$ cat config.mk
export PLATFORM = sky130hd
export DESIGN_NAME = mcf_regs
export DESIGN_NICKNAME = d
export VERILOG_FILES = /design/src/rtl/mcf_pkg.sv /design/src/rtl/mcf_irq_if.sv /design/src/rtl/mcf_regs.sv /design/src/rtl/mcf_sync.sv /design/src/rtl/mcf_irq_gen.sv
export SDC_FILE = /design/constraint.sdc
export NUM_CORES = 1
export LEC_CHECK = 0
export BUFFER_PORTS_ARGS = -buffer_cell sky130_fd_sc_hd__buf_2
export CAP_MARGIN = 10
export CELL_PAD_IN_SITES_DETAIL_PLACEMENT = 1
export CELL_PAD_IN_SITES_GLOBAL_PLACEMENT = 1
export CORE_ASPECT_RATIO = 1.25
export CORE_MARGIN = 2
export CORE_UTILIZATION = 25
export DETAILED_ROUTE_END_ITERATION = 8
export PLACE_DENSITY_LB_ADDON = 0.1
export SYNTH_ARGS = -nofsm -noshare
export SYNTH_HDL_FRONTEND = slang
export SYNTH_SLANG_ARGS = --single-unit
$ cat constraint.sdc
create_clock -name sys_clk_i -period 5.5 [get_ports sys_clk_i]
set_input_delay 0.55 -clock sys_clk_i [delete_from_list [all_inputs] [get_ports sys_clk_i]]
set_output_delay 0.55 -clock sys_clk_i [all_outputs]
set_load 0.03 [all_outputs]
$ cat src/rtl/mcf_pkg.sv
// ==========================================================================
// Shared constants for the mode control and fault status register pair.
// ==========================================================================
package mcf_pkg;

  // Register port widths.
  localparam int ADDR_W = 8;
  localparam int DATA_W = 8;

  // Register offsets.
  localparam logic [7:0] MODE_ADDR  = 8'h01;
  localparam logic [7:0] FAULT_ADDR = 8'h02;

  // Operating mode control field positions.
  localparam int REPEAT_BIT = 6;
  localparam int ACTIVE_BIT = 5;
  localparam int DIM_BIT    = 4;
  localparam int HOLD_BIT   = 3;
  localparam int SYNC_BIT   = 2;
  localparam int BL_BIT     = 0;

  // Fault flag field: short at 4, overtemperature at 3, overvoltage at 2.
  localparam int FLT_LSB = 2;
  localparam int FLT_W   = 3;

  // Writable masks and values after reset.
  localparam logic [7:0] MODE_MASK   = 8'h7D;
  localparam logic [7:0] MODE_RESET  = 8'h00;
  localparam logic [2:0] FAULT_RESET = 3'h0;

  // Interrupt release time after a clear with events still pending.
  localparam int BLANK_TIME_US = 50;
  localparam int CLK_FREQ_MHZ  = 100;
  localparam int BLANK_CYCLES  = BLANK_TIME_US * CLK_FREQ_MHZ;

  // Number of flip-flops in each pin synchroniser.
  localparam int SYNC_STAGES = 3;

  // Charge pump gain steps, Gray coded along the up path.
  typedef enum logic [1:0] {
    MCF_GAIN_1X   = 2'h0,
    MCF_GAIN_1P5X = 2'h1,
    MCF_GAIN_2X   = 2'h3
  } mcf_gain_t;

endpackage : mcf_pkg

$ cat src/rtl/mcf_irq_if.sv
`timescale 1ns/1ps
// ==========================================================================
// Carrier between the register bank and the interrupt generator.
// ==========================================================================
interface mcf_irq_if;
  logic pending_after;
  logic clear_try;
  logic style_repeat;
  logic irq_n;

  modport ctl (output pending_after, output clear_try,
               output style_repeat, input irq_n);
  modport gen (input pending_after, input clear_try,
               input style_repeat, output irq_n);
endinterface : mcf_irq_if

$ cat src/rtl/mcf_regs.sv
`timescale 1ns/1ps
// Overview of operation
// [RL1] Repeat style: release interrupt 50 us, reassert.
// [RL2] Level style: interrupt stays while events pend.
// [RL3] Active bit low means standby, outputs off.
// [RL4] Dim timeout sets dim bit in hardware.
// [RL5] Host writing dim bit forces dim current.
// [RL6] Dim takes effect only with backlight enabled.
// [RL7] Gain hold: no gain down until sinks off.
// [RL8] Gain hold clear: gain follows demand freely.
// [RL9] Host sets hold for external loads, small capacitors.
// [RL10] Sync switch turns all independent sinks together.
// [RL11] Sync switch ignored if any per-sink enable.
// [RL12] Backlight on needs enable and active bits.
// [RL13] Output short detection sets short flag.
// [RL14] Die overtemperature sets thermal flag.
// [RL15] Output overvoltage sets overvoltage flag.
// [RL16] Flags clear only by writing one.
// [RL17] Flags stay set after fault disappears.
// [RL18] Reserved bits always read zero.
// [RL19] Reset or undervoltage returns all bits zero.
// [RL20] Enabled set flag raises interrupt output.
// ==========================================================================
// Mode control and fault status register bank.
// ==========================================================================
module mcf_regs
  import mcf_pkg::*;
#(
  parameter int unsigned BLANK = BLANK_CYCLES,
  parameter int          NSINK = 7
) (
  input  wire logic              sys_clk_i,
  input  wire logic              rst_i,
  input  wire logic              reg_wr_i,
  input  wire logic              reg_rd_i,
  input  wire logic [ADDR_W-1:0] reg_addr_i,
  input  wire logic [DATA_W-1:0] reg_wdata_i,
  output logic      [DATA_W-1:0] reg_rdata_o,
  input  wire logic              uvlo_i,
  input  wire logic              short_det_i,
  input  wire logic              overtemp_det_i,
  input  wire logic              ovp_det_i,
  input  wire logic [FLT_W-1:0]  irq_enable_i,
  input  wire logic              dim_timeout_i,
  input  wire logic [NSINK-1:0]  per_sink_indep_on_i,
  input  wire logic              gain_up_req_i,
  input  wire logic              gain_down_req_i,
  input  wire logic              all_sinks_off_i,
  output logic                   active_o,
  output logic                   backlight_on_o,
  output logic                   dim_o,
  output logic                   indep_sync_on_o,
  output logic      [1:0]        pump_gain_o,
  output logic                   irq_n_o
);

  // ========================================================================
  // Pin synchronisation.
  // ========================================================================
  logic [3:0]       det_s;
  logic             uvlo_s;
  logic [FLT_W-1:0] flt_det;

  mcf_sync #(
    .W (4)
  ) u_sync (
    .sys_clk_i (sys_clk_i),
    .rst_i     (rst_i),
    .pin_i     ({uvlo_i, short_det_i, overtemp_det_i, ovp_det_i}),
    .level_o   (det_s)
  );

  // Split the filtered levels into undervoltage and fault detections.
  assign uvlo_s  = det_s[3];
  assign flt_det = det_s[2:0];

  // ========================================================================
  // Register decode.
  // ========================================================================
  logic [DATA_W-1:0] mode_q;
  logic [FLT_W-1:0]  flags_q;
  logic [FLT_W-1:0]  next_flags;
  logic [FLT_W-1:0]  clr_bits;
  logic              wr_mode;
  logic              wr_fault;

  // Write strobes for the two registers.
  assign wr_mode  = reg_wr_i && (reg_addr_i == MODE_ADDR);
  assign wr_fault = reg_wr_i && (reg_addr_i == FAULT_ADDR);

  // Read word for an address; unmapped and reserved bits read zero.
  function automatic logic [DATA_W-1:0] read_word(
    input logic [ADDR_W-1:0] addr,
    input logic [DATA_W-1:0] mode,
    input logic [FLT_W-1:0]  flags
  );
    logic [DATA_W-1:0] w;
    w = '0;
    if (addr == MODE_ADDR) begin
      w = mode & MODE_MASK; // RL18
    end else if (addr == FAULT_ADDR) begin
      w[FLT_LSB +: FLT_W] = flags; // RL18
    end
    return w;
  endfunction : read_word

  // ========================================================================
  // Operating mode control register.
  // ========================================================================
  // The hardware dim set comes last so that it wins over a host write.
  always_ff @(posedge sys_clk_i or posedge rst_i) begin
    if (rst_i) begin
      mode_q <= MODE_RESET;
    end else if (uvlo_s) begin
      mode_q <= MODE_RESET; // RL19
    end else begin
      if (wr_mode) begin
        mode_q <= reg_wdata_i & MODE_MASK; // RL5
      end
      if (dim_timeout_i) begin
        mode_q[DIM_BIT] <= 1'b1; // RL4
      end
    end
  end

  // ========================================================================
  // Fault flag status register.
  // ========================================================================
  // Write one to clear; a standing detection wins over the clear.
  always_comb begin
    clr_bits   = wr_fault ? reg_wdata_i[FLT_LSB +: FLT_W] : '0;
    next_flags = (flags_q & ~clr_bits) | flt_det; // RL13 RL14 RL15 RL16
    if (uvlo_s) begin
      next_flags = FAULT_RESET; // RL19
    end
  end

  // Flags are sticky until cleared by the host or by undervoltage.
  always_ff @(posedge sys_clk_i or posedge rst_i) begin
    if (rst_i) begin
      flags_q <= FAULT_RESET;
    end else begin
      flags_q <= next_flags; // RL17
    end
  end

  // ========================================================================
  // Read data.
  // ========================================================================
  // Read data is captured on the read strobe and held until the next one.
  always_ff @(posedge sys_clk_i or posedge rst_i) begin
    if (rst_i) begin
      reg_rdata_o <= '0;
    end else if (reg_rd_i) begin
      reg_rdata_o <= read_word(reg_addr_i, mode_q, flags_q);
    end
  end

  // ========================================================================
  // Sink enables.
  // ========================================================================
  logic next_active;
  logic next_bl;
  logic next_dim;
  logic next_sync;

  // Sink outputs and pump gain are idle in standby; flags and interrupt still run.
  always_comb begin
    next_active = mode_q[ACTIVE_BIT]; // RL3
    next_bl     = next_active && mode_q[BL_BIT]; // RL12
    next_dim    = next_bl && mode_q[DIM_BIT]; // RL6
    next_sync   = next_active && mode_q[SYNC_BIT]
                  && !(|per_sink_indep_on_i); // RL10 RL11
  end

  // Registered sink control outputs.
  always_ff @(posedge sys_clk_i or posedge rst_i) begin
    if (rst_i) begin
      active_o        <= 1'b0;
      backlight_on_o  <= 1'b0;
      dim_o           <= 1'b0;
      indep_sync_on_o <= 1'b0;
    end else begin
      active_o        <= next_active;
      backlight_on_o  <= next_bl;
      dim_o           <= next_dim;
      indep_sync_on_o <= next_sync;
    end
  end

  // ========================================================================
  // Charge pump gain policy.
  // ========================================================================
  mcf_gain_t gain_q;
  mcf_gain_t next_gain;
  logic      down_ok;

  // With the hold bit set, gain only steps down once every sink is off.
  always_comb begin
    down_ok   = !mode_q[HOLD_BIT] || all_sinks_off_i; // RL7 RL8
    next_gain = gain_q;
    if (!next_active) begin
      next_gain = MCF_GAIN_1X; // RL3
    end else if (gain_up_req_i) begin
      case (gain_q)
        MCF_GAIN_1X:   next_gain = MCF_GAIN_1P5X;
        MCF_GAIN_1P5X: next_gain = MCF_GAIN_2X;
        MCF_GAIN_2X:   next_gain = MCF_GAIN_2X;
        default:       next_gain = MCF_GAIN_1X;
      endcase
    end else if (gain_down_req_i && down_ok) begin
      case (gain_q)
        MCF_GAIN_2X:   next_gain = MCF_GAIN_1P5X;
        MCF_GAIN_1P5X: next_gain = MCF_GAIN_1X;
        MCF_GAIN_1X:   next_gain = MCF_GAIN_1X;
        default:       next_gain = MCF_GAIN_1X;
      endcase
    end
  end

  // Gain state register.
  always_ff @(posedge sys_clk_i or posedge rst_i) begin
    if (rst_i) begin
      gain_q <= MCF_GAIN_1X;
    end else begin
      gain_q <= next_gain;
    end
  end

  assign pump_gain_o = gain_q;

  // ========================================================================
  // Interrupt generation.
  // ========================================================================
  mcf_irq_if irq_bus ();

  // Pending is taken from the next flag value so a clear is seen at once.
  assign irq_bus.pending_after = |(next_flags & irq_enable_i); // RL20
  assign irq_bus.clear_try     = wr_fault
                                 && (|reg_wdata_i[FLT_LSB +: FLT_W]);
  assign irq_bus.style_repeat  = mode_q[REPEAT_BIT];

  mcf_irq_gen #(
    .BLANK (BLANK)
  ) u_irq (
    .sys_clk_i (sys_clk_i),
    .rst_i     (rst_i),
    .bus       (irq_bus.gen)
  );

  assign irq_n_o = irq_bus.irq_n;

  // ========================================================================
  // Checks.
  // ========================================================================
  property p_rsvd;
    @(posedge sys_clk_i) disable iff (rst_i)
    reg_rd_i |=> ($past(reg_addr_i) == MODE_ADDR) ? (reg_rdata_o[7] == 1'b0
      && reg_rdata_o[1] == 1'b0)
      : (reg_rdata_o[7:5] == 3'h0 && reg_rdata_o[1:0] == 2'h0);
  endproperty
  a_rsvd: assert property (p_rsvd) // RL18
    else $error("Reserved bit read as one.");

  property p_stby;
    @(posedge sys_clk_i) disable iff (rst_i)
    !mode_q[ACTIVE_BIT] |=> (!backlight_on_o && !dim_o
      && !indep_sync_on_o && !active_o);
  endproperty
  a_stby: assert property (p_stby) // RL3
    else $error("Sinks on in standby.");

  property p_bl;
    @(posedge sys_clk_i) disable iff (rst_i)
    backlight_on_o |-> $past(mode_q[BL_BIT]) && $past(mode_q[ACTIVE_BIT]);
  endproperty
  a_bl: assert property (p_bl) // RL12
    else $error("Backlight on without enable and active.");

  property p_dim_gate;
    @(posedge sys_clk_i) disable iff (rst_i)
    dim_o |-> backlight_on_o;
  endproperty
  a_dim_gate: assert property (p_dim_gate) // RL6
    else $error("Dim without backlight.");

  property p_dim_set;
    @(posedge sys_clk_i) disable iff (rst_i)
    (dim_timeout_i && !uvlo_s) |=> mode_q[DIM_BIT];
  endproperty
  a_dim_set: assert property (p_dim_set) // RL4
    else $error("Dim timeout did not set dim bit.");

  property p_flag_set;
    @(posedge sys_clk_i) disable iff (rst_i)
    (|flt_det && !uvlo_s) |=> ((flags_q & $past(flt_det))
      == $past(flt_det));
  endproperty
  a_flag_set: assert property (p_flag_set) // RL13 RL14 RL15
    else $error("Detected fault did not set its flag.");

  property p_flag_hold;
    @(posedge sys_clk_i) disable iff (rst_i)
    (!uvlo_s && !wr_fault) |=> ((flags_q & $past(flags_q))
      == $past(flags_q));
  endproperty
  a_flag_hold: assert property (p_flag_hold) // RL16 RL17
    else $error("Flag lost without a clearing write.");

  property p_uvlo;
    @(posedge sys_clk_i) disable iff (rst_i)
    uvlo_s |=> (mode_q == MODE_RESET && flags_q == FAULT_RESET);
  endproperty
  a_uvlo: assert property (p_uvlo) // RL19
    else $error("Undervoltage did not clear registers.");

  property p_gain_hold;
    @(posedge sys_clk_i) disable iff (rst_i)
    (mode_q[HOLD_BIT] && !all_sinks_off_i && mode_q[ACTIVE_BIT])
      |=> (gain_q >= $past(gain_q));
  endproperty
  a_gain_hold: assert property (p_gain_hold) // RL7
    else $error("Gain stepped down while held.");

  property p_sync_ign;
    @(posedge sys_clk_i) disable iff (rst_i)
    (|per_sink_indep_on_i) |=> !indep_sync_on_o;
  endproperty
  a_sync_ign: assert property (p_sync_ign) // RL11
    else $error("Sync switch acted with per-sink enables.");

endmodule : mcf_regs

$ cat src/rtl/mcf_sync.sv
`timescale 1ns/1ps
// ==========================================================================
// Three-stage pin synchroniser with agreement filter.
// ==========================================================================
module mcf_sync
  import mcf_pkg::*;
#(
  parameter int W = 4
) (
  input  wire logic         sys_clk_i,
  input  wire logic         rst_i,
  input  wire logic [W-1:0] pin_i,
  output logic      [W-1:0] level_o
);

  genvar g;
  generate
    for (g = 0; g < W; g++) begin : g_bit
      logic [SYNC_STAGES-1:0] stage;
      // The output only moves once the last two stages agree.
      always_ff @(posedge sys_clk_i or posedge rst_i) begin
        if (rst_i) begin
          stage      <= '0;
          level_o[g] <= 1'b0;
        end else begin
          stage <= {stage[SYNC_STAGES-2:0], pin_i[g]};
          if (stage[1] == stage[2]) begin
            level_o[g] <= stage[2];
          end
        end
      end
    end
  endgenerate

endmodule : mcf_sync

$ cat src/rtl/mcf_irq_gen.sv
`timescale 1ns/1ps
// ==========================================================================
// Interrupt output generator with optional release window.
// ==========================================================================
module mcf_irq_gen
  import mcf_pkg::*;
#(
  parameter int unsigned BLANK = BLANK_CYCLES
) (
  input  wire logic sys_clk_i,
  input  wire logic rst_i,
  mcf_irq_if.gen    bus
);

  localparam int CW = $clog2(BLANK + 1);

  logic [CW-1:0] blank_cnt;
  logic [CW-1:0] next_cnt;
  logic          start_blank;

  // A clear with events left over opens a release window in repeat style.
  always_comb begin
    start_blank = bus.clear_try && bus.style_repeat && bus.pending_after;
    if (start_blank) begin
      next_cnt = CW'(BLANK); // RL1
    end else if (blank_cnt != '0) begin
      next_cnt = blank_cnt - 1'b1;
    end else begin
      next_cnt = '0;
    end
  end

  // Release window counter.
  always_ff @(posedge sys_clk_i or posedge rst_i) begin
    if (rst_i) begin
      blank_cnt <= '0;
    end else begin
      blank_cnt <= next_cnt;
    end
  end

  // Active low request, held low while an enabled flag stands and no release window runs.
  always_ff @(posedge sys_clk_i or posedge rst_i) begin
    if (rst_i) begin
      bus.irq_n <= 1'b1;
    end else begin
      bus.irq_n <= ~(bus.pending_after && next_cnt == '0); // RL2 RL20
    end
  end

  property p_blank;
    @(posedge sys_clk_i) disable iff (rst_i)
    start_blank |=> bus.irq_n [*8];
  endproperty
  a_blank: assert property (p_blank) // RL1
    else $error("Interrupt not released after clear.");

  property p_stay;
    @(posedge sys_clk_i) disable iff (rst_i)
    (bus.clear_try && !bus.style_repeat && bus.pending_after)
      |=> !bus.irq_n;
  endproperty
  a_stay: assert property (p_stay) // RL2
    else $error("Interrupt dropped in level style.");

  property p_raise;
    @(posedge sys_clk_i) disable iff (rst_i)
    (bus.pending_after && !start_blank && blank_cnt == '0)
      |=> !bus.irq_n;
  endproperty
  a_raise: assert property (p_raise) // RL20
    else $error("Enabled flag did not raise interrupt.");

endmodule : mcf_irq_gen

# Word level (Yosys, flattened, before mapping)
# Index checks and enable logic that the tools add are counted.
# op_classes
n_bitwise,5
eq_ne,9
mux,16
reduce_logical,23
n_addsub,1
# op_table
operator,count
2-to-1 mux 13 bit,2
2-to-1 mux 7 bit,2
logical NOT 13 bit,1
nonzero test 13 bit,1
"subtractor 13 x 1 -> 13 bit, second input constant",1
2-to-1 mux 3 bit,4
logical AND 1 bit,11
"equality test 8 x 1 -> 1 bit, second input constant",1
"equality test 8 x 2 -> 1 bit, second input constant",1
2-to-1 mux 2 bit,4
OR reduction 7 bit,1
AND 3 bit,2
OR reduction 3 bit,2
equality test 1 bit,4
one-hot mux 2 bit (2 select lines),1
2-to-1 mux 1 bit,3
"inequality test 3 x 2 -> 1 bit, second input constant",1
inverter 3 bit,1
bitwise OR 3 bit,1
nonzero test 3 bit,1
"equality test 2 x 1 -> 1 bit, second input constant",1
"equality test 2 bit, second input constant",1
logical NOT 1 bit,2
logical NOT 2 bit,1
4 further kinds,4
# word_totals
in_bits,38
wordCells,73
out_inout_bits,15
register_bits,54

# Longest topological paths before layout
# Gate-level depths: netlist of the first run.
# depth
depth_word,14
mapped_depth,7
ltp_nobuf,7

# By module
# A second synthesis of the first run with hierarchy kept.
# hier_totals
hier_cells,209
hier_area_um2,2317.2
# by_module_without_submodules
module,cells_each,seq_area_each_um2,area_per_inst_um2,n_inst
mcf_regs,97,525.5,1009.7,1
mcf_irq_gen,91,351.6,858.3,1
mcf_sync,21,400.4,449.2,1

# Least setup slack after synthesis of the first run
# OpenSTA, ideal clock, no wires.
# synth_path
path_type,flip-flop to flip-flop
start,register u_irq.blank_cnt[0]
end,register u_irq.blank_cnt[3]
synth_period_minus_slack_ns,2.042
stages_incl_launch_ff,8
path_slack_ns,3.458
n_path_buf,0
setup_time_ns,0.124
arrival_time_ns,1.918
cell_sequence,dfrtp_1 inv_1 ha_1 or4b_1 or4_4 nor2_2 a21oi_1 or2_1
# synth_via
elab_chain_cells,3
word_cells_on_any_way,4
cone_classes,1 x add/sub; 2 x mux; 1 x reduce/logical
# synth_lines
element,line,source
from (decl),mcf_irq_gen.sv:17,logic [CW-1:0] blank_cnt;
from (signal assigned),mcf_irq_gen.sv:38,blank_cnt <= next_cnt;
subtractor 13 x 1 -> 13 bit / nonzero test 13 bit (equally long branches),"mcf_irq_gen.sv:27, mcf_irq_gen.sv:26",
2-to-1 mux 13 bit (*),mcf_irq_gen.sv:26,end else if (blank_cnt != '0) begin
2-to-1 mux 13 bit (*),mcf_irq_gen.sv:24,if (start_blank) begin
via u_irq.next_cnt[3],mcf_irq_gen.sv:18,logic [CW-1:0] next_cnt;
# The timed path passes the listed nets; every way through them passes the cells marked *.
# A chain may end at the register's enable or synchronous reset.

# Worst setup path in the final report of the first run
# Ends and elaborated chain as after synthesis.

==> run_results.csv, run 1 <==
group,metric,value,unit
synth,ys_seq_area_share,57.5,%
final_layout,nets,294,
synth,synth_flop_cell,"dfrtp_1",
grt,grt_pass1_vias,1825,
power_and_ir_drop,cellLeakagePower,1.15,nW
final_layout,synthToLayoutAreaGrowth,20.4,%
synth,synth.largest_area_cell,"dfrtp_1",
worst_setup_path,path_class,"flip-flop to flip-flop",
timing,slew-limit-headroom,29.0,%
grt,grt_start_max_net_pins,52,
drt,routedWlPerCell,14.1,µm
placement,dp_hpwl,3.91,mm
drt,drtIter0Drc,46,
final_layout,fillers,1007,
die,pin_count,53,
clocking,clock_latency,0.31,ns
synth,synth-async-reset-ratio,100,%
clocking,cts.sinks,51,
timing,slew_viol_final,0,
worst_setup_path,cp.required,5.70,ns
die,fp.dieH,109,µm
timing,fin_worst_skew,0.0143,ns
synth,synth_top_cells_by_count,"dfrtp_1, nor2_1, nand2_1",
drt,viasPerCell,4.51,
timing,fin_setup_tns,0,ns
drt,drtPass1Iterations,4,
placement,dp.cells,368,
clocking,cts_resized,0,
final_layout,postLayoutCellArea,0.00268,mm²
grt,track_usage,12.1,%
power_and_ir_drop,vdd_drop_max,117,µV
clocking,cts_setup_buffers,0,
timing,fin_crit_sh,47.7,%
synth,synthCells,206,
timing,rsz0062_at_grt,"no",
synth,synth_area,0.00222,mm²
timing,setup_viol,0,
timing,hold_violations,0,
placement,place_area,0.00258,mm²
grt,antenna_found_initial,0,
power_and_ir_drop,powerDensity,257,mW/mm²
clocking,postCtsHoldBufs,0,
worst_setup_path,path_max_fanout,12,
clocking,ctsRootBufferMaster,"clkbuf_8",
clocking,cts_buffers,5,
die,core_area,0.00865,mm²
die,fp-row-count,38,
grt,grtUsageMet1,15.5,%
worst_setup_path,worstSetupEndpointType,"flip-flop",
worst_setup_path,cp-start-kind,"flip-flop",
grt,met3_usage,2.03,%
synth,synth_top_area_share,56.3,%
synth,ys_types,46,
final_layout,drive_gt1_share,26.2,%
clocking,htree_levels,2,
run,maxCapViolCount,0,
clocking,clock_path_buffers,2,
grt,busiest_layer,"met2",
timing,fmax,0.381,GHz
grt,grt_util_met2,21.0,%
grt,grt_pass1_wl,9.04,mm
final_layout,diodes,0,
drt,drc,0,
die,die-width,88.3,µm
drt,ant_nets,0,
run_status,outcome,"complete, no violations",
drt,via_count,1695,
placement,place.gp.congestion,0.739,
synth,synth_edf_count,0,
clocking,cts_tree,"done",
timing,tightest_slew,1.07,ns
synth,yosysMostFrequentCell,"dfrtp_1",
synth,ys_ff_latch,51,
placement,io_buffer_count,48,
drt,wirelength,5.28,mm
worst_setup_path,cp.arrival,2.83,ns
worst_hold_path,holdCritPathClass,"input port to flip-flop",
synth,synth.top_cells.by_area,"dfrtp_1, nor2_1, a21oi_1",
final_layout,instances_no_fill,376,
die,start_util,25.7,%
clocking,clk_pin_slew,0.10,ns
grt,grt_overflow,0,
synth,syn_avg_cell_area,10.8,µm²
synth,yosysWarnings,0,
timing,fin_crit,2.62,ns
worst_setup_path,regToRegSetupSlack,2.88,ns
die,die-area,0.00966,mm²
## routing by layer
metal	up-vias	share of wire, %
met5	-	0
met4	0	1.0
met3	4	3.4
met2	31	50
met1	838	45
li1	822	-
## final cells by class
| type | instances | area, µm² | area share, % |
|---|---|---|---|
| Timing Repair Buffer | 50 | 255 | 9.54 |
| Inverter | 9 | 33.8 | 1.26 |
| Clock inverter | 3 | 23.8 | 0.889 |
| Clock buffer | 5 | 68.8 | 2.57 |
| Multi-Input combinational cell | 138 | 866 | 32.4 |
| Tap cell | 120 | 150 | 5.61 |
| Sequential cell | 51 | 1280 | 47.8 |
## flip-flops by register name, summed over array words and instances, names as in the netlist
signal / count
u_irq.blank_cnt: 13
u_sync.g_bit.stage: 12
mode_q: 6
reg_rdata_o: 6
u_sync.level_o: 4
flags_q: 3
pump_gain_o: 2
active_o: 1
backlight_on_o: 1
dim_o: 1
indep_sync_on_o: 1
u_irq.bus.irq_n: 1
## cell families after synthesis
group | synth area share, %
DFF | 57.5
AOI/OAI and AO/OA | 10.5
xor gates and xnor gates | 2.76
other | 0.169
adders and majority gates | 2.36
buffers and inverters | 3.72
and+or+nand+nor | 21.2
muxes | 1.80
## worst max-delay path, cell delays in order, from the launching register on
cell	delay (ns)
dfrtp_1	0.42
inv_1	0.09
ha_1	0.24
or4b_1	0.54
or4_4	0.46
nor2_2	0.45
a21oi_1	0.08
or2_1	0.23
## power breakdown
group | total [mW] | internal, mW | switching (mW) | leakage (nW)
Sequential | 0.406 | 0.390 | 0.0157 | 0.621
Clock | 0.227 | 0.0922 | 0.135 | 0.0461
Combinational | 0.0541 | 0.0233 | 0.0308 | 0.479
## cells in the final DEF (no fill, tap or decap), types with 2 or more instances in the layout
cell / n
o31ai_1: 3
xnor2_1: 6
nand2b_1: 2
nor3b_1: 4
o21bai_1: 2
a22oi_1: 4
a21boi_0: 2
a211oi_1: 2
conb_1: 2
inv_1: 8
or4_1: 2
nor3_1: 10
o21ai_0: 6
nor2_1: 15
a31oi_1: 2
nand2_1: 12
or4_4: 2
a21oi_1: 11
buf_2: 48
maj3_1: 4
nand3b_1: 2
buf_4: 2
or2_2: 3
nand3_1: 10
nor4_1: 4
nor2b_1: 3
dfrtp_1: 50
clkbuf_8: 5
nand4_1: 3
nor4b_1: 2
and2_1: 3
mux2i_1: 4
## worst paths after layout
check	from	end	cells past startpoint
setup / recovery	u_irq.blank_cnt[0]	u_irq.blank_cnt[3]	7
hold / removal	overtemp_det_i	u_sync.g_bit[1].stage[0]	1
setup reg to reg	u_irq.blank_cnt[0]	u_irq.blank_cnt[3]	7
hold reg to reg	u_sync.g_bit[2].stage[0]	u_sync.g_bit[2].stage[1]	0
max in group asynchronous	rst_i	indep_sync_on_o	3
min in group asynchronous	rst_i	u_sync.g_bit[2].stage[0]	3
## metrics by stage
step	total power, mW	util [%]	worst slack, ns	hold WS, ns
after global routing	0.723	30.9	2.54	0.319
after floorplan	0.444	-	3.46	0.331
final	0.687	30.9	2.88	0.341
after CTS	0.704	30.9	2.82	0.329
after detailed placement	0.470	29.8	2.47	0.338
after global placement	0.469	29.8	2.47	0.332
No activity file was read; power rests on OpenSTA's default activity.
==> run 2, diff against run 1 <==
--- a/config.mk
+++ b/config.mk
@@ -5,6 +5,7 @@
 export SDC_FILE = /design/constraint.sdc
 export NUM_CORES = 1
 export LEC_CHECK = 0
+export ABC_AREA = 1
 export BUFFER_PORTS_ARGS = -buffer_cell sky130_fd_sc_hd__buf_2
 export CAP_MARGIN = 10
 export CELL_PAD_IN_SITES_DETAIL_PLACEMENT = 1
==> constraint.sdc (replaced) <==
create_clock -name sys_clk_i -period 2.2 [get_ports sys_clk_i]
set_input_delay 0.22 -clock sys_clk_i [delete_from_list [all_inputs] [get_ports sys_clk_i]]
set_output_delay 0.22 -clock sys_clk_i [all_outputs]
set_load 0.03 [all_outputs]
==> run 2 against run 1 <==
  * Hold slack worse by 0.29 ns
  * Non-clock buffer count up 5
  * Final cell count up 15%
  * Power rose to 3.1 times the previous value
  * Clock power rose to 2.6 times the previous value
  * Design area up 3.9%
  * Largest power group unchanged
  * Critical path type unchanged
  * Via count up 7.0%
==> run_results.csv, run 2 <==
group,metric,value,unit
run_status,outcome,"complete, no violations",
clocking,postCtsHoldBufs,4,
synth,synth_fa_ha_area_share,2.35,%
run,maxCapViolCount,0,
synth,synth_top_cells_by_count,"nand2_1, dfrtp_1, nor2_1",
synth,synth_top_family_by_area,"simple AND/OR/NAND/NOR gates",
grt,grt_start_max_net_pins,52,
drt,drtPass1Iterations,4,
clocking,cts_setup_buffers,0,
die,die-area,0.00974,mm²
timing,fin_crit_sh,89.2,%
worst_setup_path,cpMaxStageDelayCell,"dfrtp_1",
drt,drtIter0Drc,55,
die,core_area,0.00870,mm²
final_layout,fillers,1056,
grt,grt_pass1_vias,1930,
clocking,htree_levels,2,
final_layout,layout_commonest_cell,"nand2_1",
synth,yosysMostFrequentCell,"nand2_1",
synth,synth.top_cells.by_area,"dfrtp_1, nand2_1, nor2_1",
drt,wirelength,5.38,mm
worst_setup_path,cp.arrival,2.20,ns
worst_setup_path,cp.required,2.44,ns
final_layout,largest_reg_flops,13,
clocking,ctsRootBufferMaster,"clkbuf_8",
worst_setup_path,cp-start-kind,"flip-flop",
synth,ys_ff_latch,51,
timing,tightest_slew,0.650,ns
synth,ys_seq_area_share,57.0,%
timing,slew_viol_final,0,
final_layout,top_register,"u_irq.blank_cnt",
synth,yosys.area_share.simple,25.2,%
die,die-width,88.7,µm
die,pin_count,53,
worst_setup_path,cp_common_cell,"nand2_1",
clocking,cts_tree,"done",
clocking,clock_path_buffers,2,
synth,synthCells,251,
drt,ant_nets,0,
grt,grt_overflow,0,
timing,fin_crit,1.96,ns
grt,grt_pass1_wl,9.14,mm
timing,fmax,0.510,GHz
die,fp-row-count,38,
timing,rsz0062_at_grt,"no",
clocking,clock_latency,0.31,ns
grt,track_usage,12.2,%
power_and_ir_drop,vdd_drop_max,353,µV
drt,viasPerCell,4.19,
worst_setup_path,path_max_fanout,4,
synth,synth.largest_area_cell,"dfrtp_1",
grt,antenna_found_initial,0,
worst_setup_path,critPathBufInv,1,
final_layout,instances_no_fill,433,
final_layout,final_util,31.9,%
clocking,cts_buffers,5,
timing,hold_violations,0,
drt,drc,0,
synth,synth_xor_area_share,1.95,%
synth,syn_avg_cell_area,8.93,µm²
worst_setup_path,path_class,"flip-flop to flip-flop",
synth,synth_flop_cell,"dfrtp_1",
synth,synth_compound_area_share,6.81,%
synth,synth_top_area_share,55.8,%
placement,dp.cells,421,
synth,yosysWarnings,0,
placement,dp_hpwl,4.15,mm
timing,slew-limit-headroom,56.6,%
placement,place.gp.congestion,0.732,
final_layout,nets,351,
timing,fin_setup_tns,0,ns
worst_setup_path,cp_top_family,"simple AND/OR/NAND/NOR gates",
final_layout,drive_gt1_share,23.6,%
clocking,cts.sinks,51,
timing,fin_worst_skew,0.00454,ns
final_layout,final_cell_mix,"nand2_1, dfrtp_1, buf_2, nor2_1, inv_1",
die,fp.dieH,110,µm
clocking,clk_pin_slew,0.10,ns
final_layout,synthToLayoutAreaGrowth,24.0,%
synth,synth_area,0.00224,mm²
power_and_ir_drop,powerDensity,762,mW/mm²
power_and_ir_drop,p_total,2.12,mW
die,start_util,25.8,%
worst_setup_path,worstSetupEndpointType,"flip-flop",
drt,routedWlPerCell,12.4,µm
placement,io_buffer_count,48,
timing,setup_viol,0,
worst_setup_path,max_stage_delay,0.39,ns
timing,hold_ws,0.0474,ns
drt,via_count,1813,
worst_hold_path,holdCritPathClass,"input port to flip-flop",
final_layout,diodes,0,
synth,synth-async-reset-ratio,100,%
worst_setup_path,worstPathCellList,"inv_1 > ha_1 > nand2_1 > nor2_1 > nand2_1 > nor2_1 > nand4_1 > a21oi_2 > nand2_1 > nor2_2 > nand2_1 > nor2_2 > nand3_1",
synth,synth_edf_count,0,
final_layout,top_regs,"u_irq.blank_cnt (13), u_sync.g_bit.stage (12)",
power_and_ir_drop,cellLeakagePower,1.38,nW
clocking,cts_resized,0,
synth,synthMuxAreaShare,0,%
synth,ys_types,31,
[run 2: cell families after synthesis]
kind of cell    after synthesis
fa+ha+maj                     5
buf+inv                      37
xor+xnor                      5
other cells                   1
flops                        51
simple gates                125
compound gates               27
[run 2: power breakdown]
group	internal [mW]	switching, mW	total (mW)
registers	1.03	0.0688	1.10
logic	0.162	0.272	0.434
clock network	0.237	0.351	0.588
[run 2: per-layer routing]
metal | GRT usage, % | vias to the layer above | wire length (µm)
met5 | 0 | - | 0
met4 | 4.55 | 0 | 83
met3 | 2.33 | 6 | 289
met2 | 20.9 | 50 | 2650
met1 | 15.1 | 845 | 2350
li1 | - | 912 | -
[run 2: stage by stage]
step	cell area, µm²	setup slack, ns
final	2780	0.238
after global routing	2780	0.000425
after CTS	2780	0.173
after detailed placement	2640	0.198
after global placement	2640	0.240
after floorplan	2240	0.517
[run 2: path summary, 6_finish.rpt]
kind	from	to	slack, ns	cells after the start
worst max-delay path	u_irq.blank_cnt[0]	u_irq.bus.irq_n	0.24	13
min in group asynchronous	rst_i	u_sync.g_bit[0].stage[0]	0.07	3
worst max register to register	u_irq.blank_cnt[0]	u_irq.bus.irq_n	0.24	13
worst min register to register	u_sync.g_bit[2].stage[0]	u_sync.g_bit[2].stage[1]	0.36	0
worst min-delay path	per_sink_indep_on_i[5]	indep_sync_on_o	0.05	2
max in group asynchronous	rst_i	mode_q[5]	1.70	3
[run 2: cell type report]
| cell class | count | area (µm²) | share of cell area (%) |
|---|---|---|---|
| multi-input combinational | 164 | 821 | 29.5 |
| clock inverter | 3 | 27.5 | 0.991 |
| inverter | 35 | 131 | 4.73 |
| clock buffer | 5 | 68.8 | 2.48 |
| tap | 120 | 150 | 5.40 |
| sequential | 51 | 1280 | 46.0 |
| timing repair buffer | 55 | 303 | 10.9 |
==> run 3, diff against run 2 <==
--- a/config.mk
+++ b/config.mk
@@ -17,4 +17,5 @@
 export PLACE_DENSITY_LB_ADDON = 0.1
 export SYNTH_ARGS = -nofsm -noshare
 export SYNTH_HDL_FRONTEND = slang
+export SYNTH_HIERARCHICAL = 1
 export SYNTH_SLANG_ARGS = --single-unit
==> run 3 against run 2 <==
  * Clock skew up 0.0012 ns
  * Power is 1.5% higher
  * Largest power group unchanged
  * Design area rose by 7.1%
  * Highest routed layer unchanged
  * Clock power up 58%
  * Sequential share of layout area is 3.0 points lower
==> run_results.csv, run 3 <==
group,metric,value,unit
timing,hold_violations,0,
final_layout,postLayoutCellArea,0.00298,mm²
placement,dp_hpwl,4.53,mm
die,start_util,25.4,%
drt,drtPass1Iterations,4,
clocking,clock_path_buffers,2,
synth,yosysWarnings,6,
worst_setup_path,r2r_end,"u_irq/bus.irq_n",
power_and_ir_drop,vdd_drop_max,261,µV
power_and_ir_drop,cellLeakagePower,1.56,nW
worst_setup_path,r2r_start,"flags_q[1]",
clocking,clk_pin_slew,0.07,ns
final_layout,layout_commonest_cell,"nand2_1",
timing,tightest_slew,0.601,ns
synth,ys_types,33,
grt,grt_pass1_vias,2084,
power_and_ir_drop,p_sw_share,24.3,%
synth,ys_seq_area_share,53.2,%
placement,dp.cells,449,
drt,wirelength,5.74,mm
synth,synth_flop_cell,"dfrtp_1",
drt,via_count,1945,
final_layout,nets,371,
power_and_ir_drop,comb_power_share,9.5,%
synth,ys_ff_latch,51,
synth,synth_edf_count,0,
final_layout,largest_reg_flops,13,
timing,slew-limit-headroom,59.9,%
worst_setup_path,startpoint,"flags_q[1]",
clocking,htree_levels,2,
timing,slew_viol_final,0,
synth,synth-async-reset-ratio,100,%
worst_setup_path,cp.arrival,1.91,ns
placement,place_area,0.00279,mm²
grt,track_usage,12.0,%
worst_setup_path,r2r_cells,11,
worst_setup_path,cp-start-kind,"flip-flop",
final_layout,final_cell_mix,"nand2_1, dfrtp_1, buf_2, inv_1",
power_and_ir_drop,power_frac_seq,47.2,%
worst_hold_path,hold_end,"u_sync/g_bit[3].stage[0]",
grt,grt_pass1_wl,9.91,mm
run,maxCapViolCount,0,
timing,setup_viol,0,
timing,fin_setup_tns,0,ns
final_layout,drive_gt1_share,26.2,%
final_layout,fillers,1131,
synth,synth_top_cells_by_count,"nand2_1, dfrtp_1, inv_1",
worst_hold_path,min_from,"uvlo_i",
timing,fin_crit_sh,76.9,%
timing,rsz0062_at_grt,"no",
timing,hold_ws,0.0318,ns
grt,grt_start_max_net_pins,22,
grt,grt_overflow,0,
timing,fmax,0.591,GHz
final_layout,top_register,"u_irq/blank_cnt",
timing,fin_worst_skew,0.00573,ns
final_layout,instances_no_fill,458,
power_and_ir_drop,powerDensity,723,mW/mm²
grt,antenna_found_initial,0,
power_and_ir_drop,p_sw,522,µW
worst_setup_path,path_class,"flip-flop to flip-flop",
synth,yosysMostFrequentCell,"nand2_1",
worst_setup_path,path_max_fanout,9,
placement,place.gp.congestion,0.714,
clocking,cts_setup_buffers,0,
synth,syn_avg_cell_area,8.70,µm²
power_and_ir_drop,clockPowerShare,43.2,%
clocking,clock_latency,0.29,ns
placement,io_buffer_count,48,
die,die-width,91.7,µm
die,die-area,0.0104,mm²
run_status,outcome,"complete, no violations",
clocking,ctsRootBufferMaster,"clkbuf_16",
worst_setup_path,cp.required,2.41,ns
clocking,cts_buffers,5,
worst_setup_path,worstSetupEndpointType,"flip-flop",
synth,synth.largest_area_cell,"dfrtp_1",
synth,synth_top_area_share,52.1,%
final_layout,diodes,0,
final_layout,top_regs,"u_irq/blank_cnt (13), u_sync/g_bit.stage (12)",
drt,ant_nets,0,
synth,synthCells,276,
die,core_area,0.00946,mm²
worst_hold_path,min_path_cells,1,
clocking,cts_tree,"done",
drt,routedWlPerCell,12.5,µm
power_and_ir_drop,p_int,1.63,mW
drt,drtIter0Drc,39,
worst_setup_path,regToRegSetupSlack,0.51,ns
timing,fin_crit,1.69,ns
drt,drc,0,
final_layout,synthToLayoutAreaGrowth,23.9,%
worst_hold_path,holdCritPathClass,"input port to flip-flop",
die,pin_count,53,
die,fp-row-count,40,
clocking,cts.sinks,51,
synth,synth_area,0.00240,mm²
synth,synth.top_cells.by_area,"dfrtp_1, nand2_1, inv_1",
drt,viasPerCell,4.25,
die,fp.dieH,114,µm
-- run 3: metal layers --
metal / global-route usage [%] / routed length, µm / vias up
li1: - / - / 974
met2: 22.6 / 3140 / 28
met1: 13.7 / 2350 / 936
met5: 0 / 0 / -
met3: 2.05 / 165 / 7
met4: 3.94 / 87 / 0
-- run 3: power by group through the flow --
stage,clock (mW),combinational [mW],sequential (mW)
after floorplan,0,0.124,1.04
after global placement,0,0.206,1.03
after detailed placement,0,0.211,1.03
after CTS,0.958,0.213,1.02
after global routing,0.995,0.237,1.02
final,0.930,0.205,1.01
-- run 3: kinds of logic after synthesis --
group | share of synthesized area, %
buffers and inverters | 7.61
XOR/XNOR | 1.09
AO/OA/AOI/OAI | 6.57
flip-flops | 53.2
other | 0.156
adder cells (fa/ha/maj) | 1.04
AND/OR/NAND/NOR | 30.3
-- run 3: worst max path at each step --
stage | cells after the start | endpoint
after detailed placement | 17 | u_irq/bus.irq_n
after global routing | 11 | u_irq/bus.irq_n
after CTS | 11 | u_irq/bus.irq_n
after floorplan | 14 | u_irq/bus.irq_n
after global placement | 17 | u_irq/bus.irq_n
final | 11 | u_irq/bus.irq_n
-- run 3: timing repair --
| action | in CTS | in global routing |
|---|---|---|
| hold endpoints to repair | 1 | 0 |
| endpoints found under the setup margin | 0 | 0 |
| hold buffers | 1 | 0 |
| resized for setup | 0 | 0 |
-- run 3: metrics by stage --
stage	power [mW]	util, %	worst slack [ns]
3_5_place_dp	1.24	29.5	0.156
2_1_floorplan	1.16	-	0.618
4_1_cts	2.19	31.5	0.438
3_3_place_gp	1.24	29.5	0.190
6_report	2.15	31.5	0.509
5_1_grt	2.25	31.5	0.217
-- run 3: area by class of cell --
cell class | count | area [µm²] | share of cell area, %
well taps | 126 | 158 | 5.30
multi-input cells | 182 | 945 | 31.7
repair buffers | 51 | 265 | 8.92
inverters | 40 | 153 | 5.13
clock buffers | 6 | 139 | 4.67
flip-flops and latches | 51 | 1280 | 42.9
clock inverters | 2 | 38.8 | 1.30
-- run 3: critical path, stage by stage, from the launching register on --
cell and delay, ns:
dfrtp_1 0.35, nand2_1 0.07, nand2_1 0.08, nand3_1 0.07, nand3_1 0.13, nand3_2 0.26, nand2_1 0.13, inv_1 0.04
o21ai_0 0.17, nand3_1 0.13, nor2_1 0.10, nand3_1 0.09
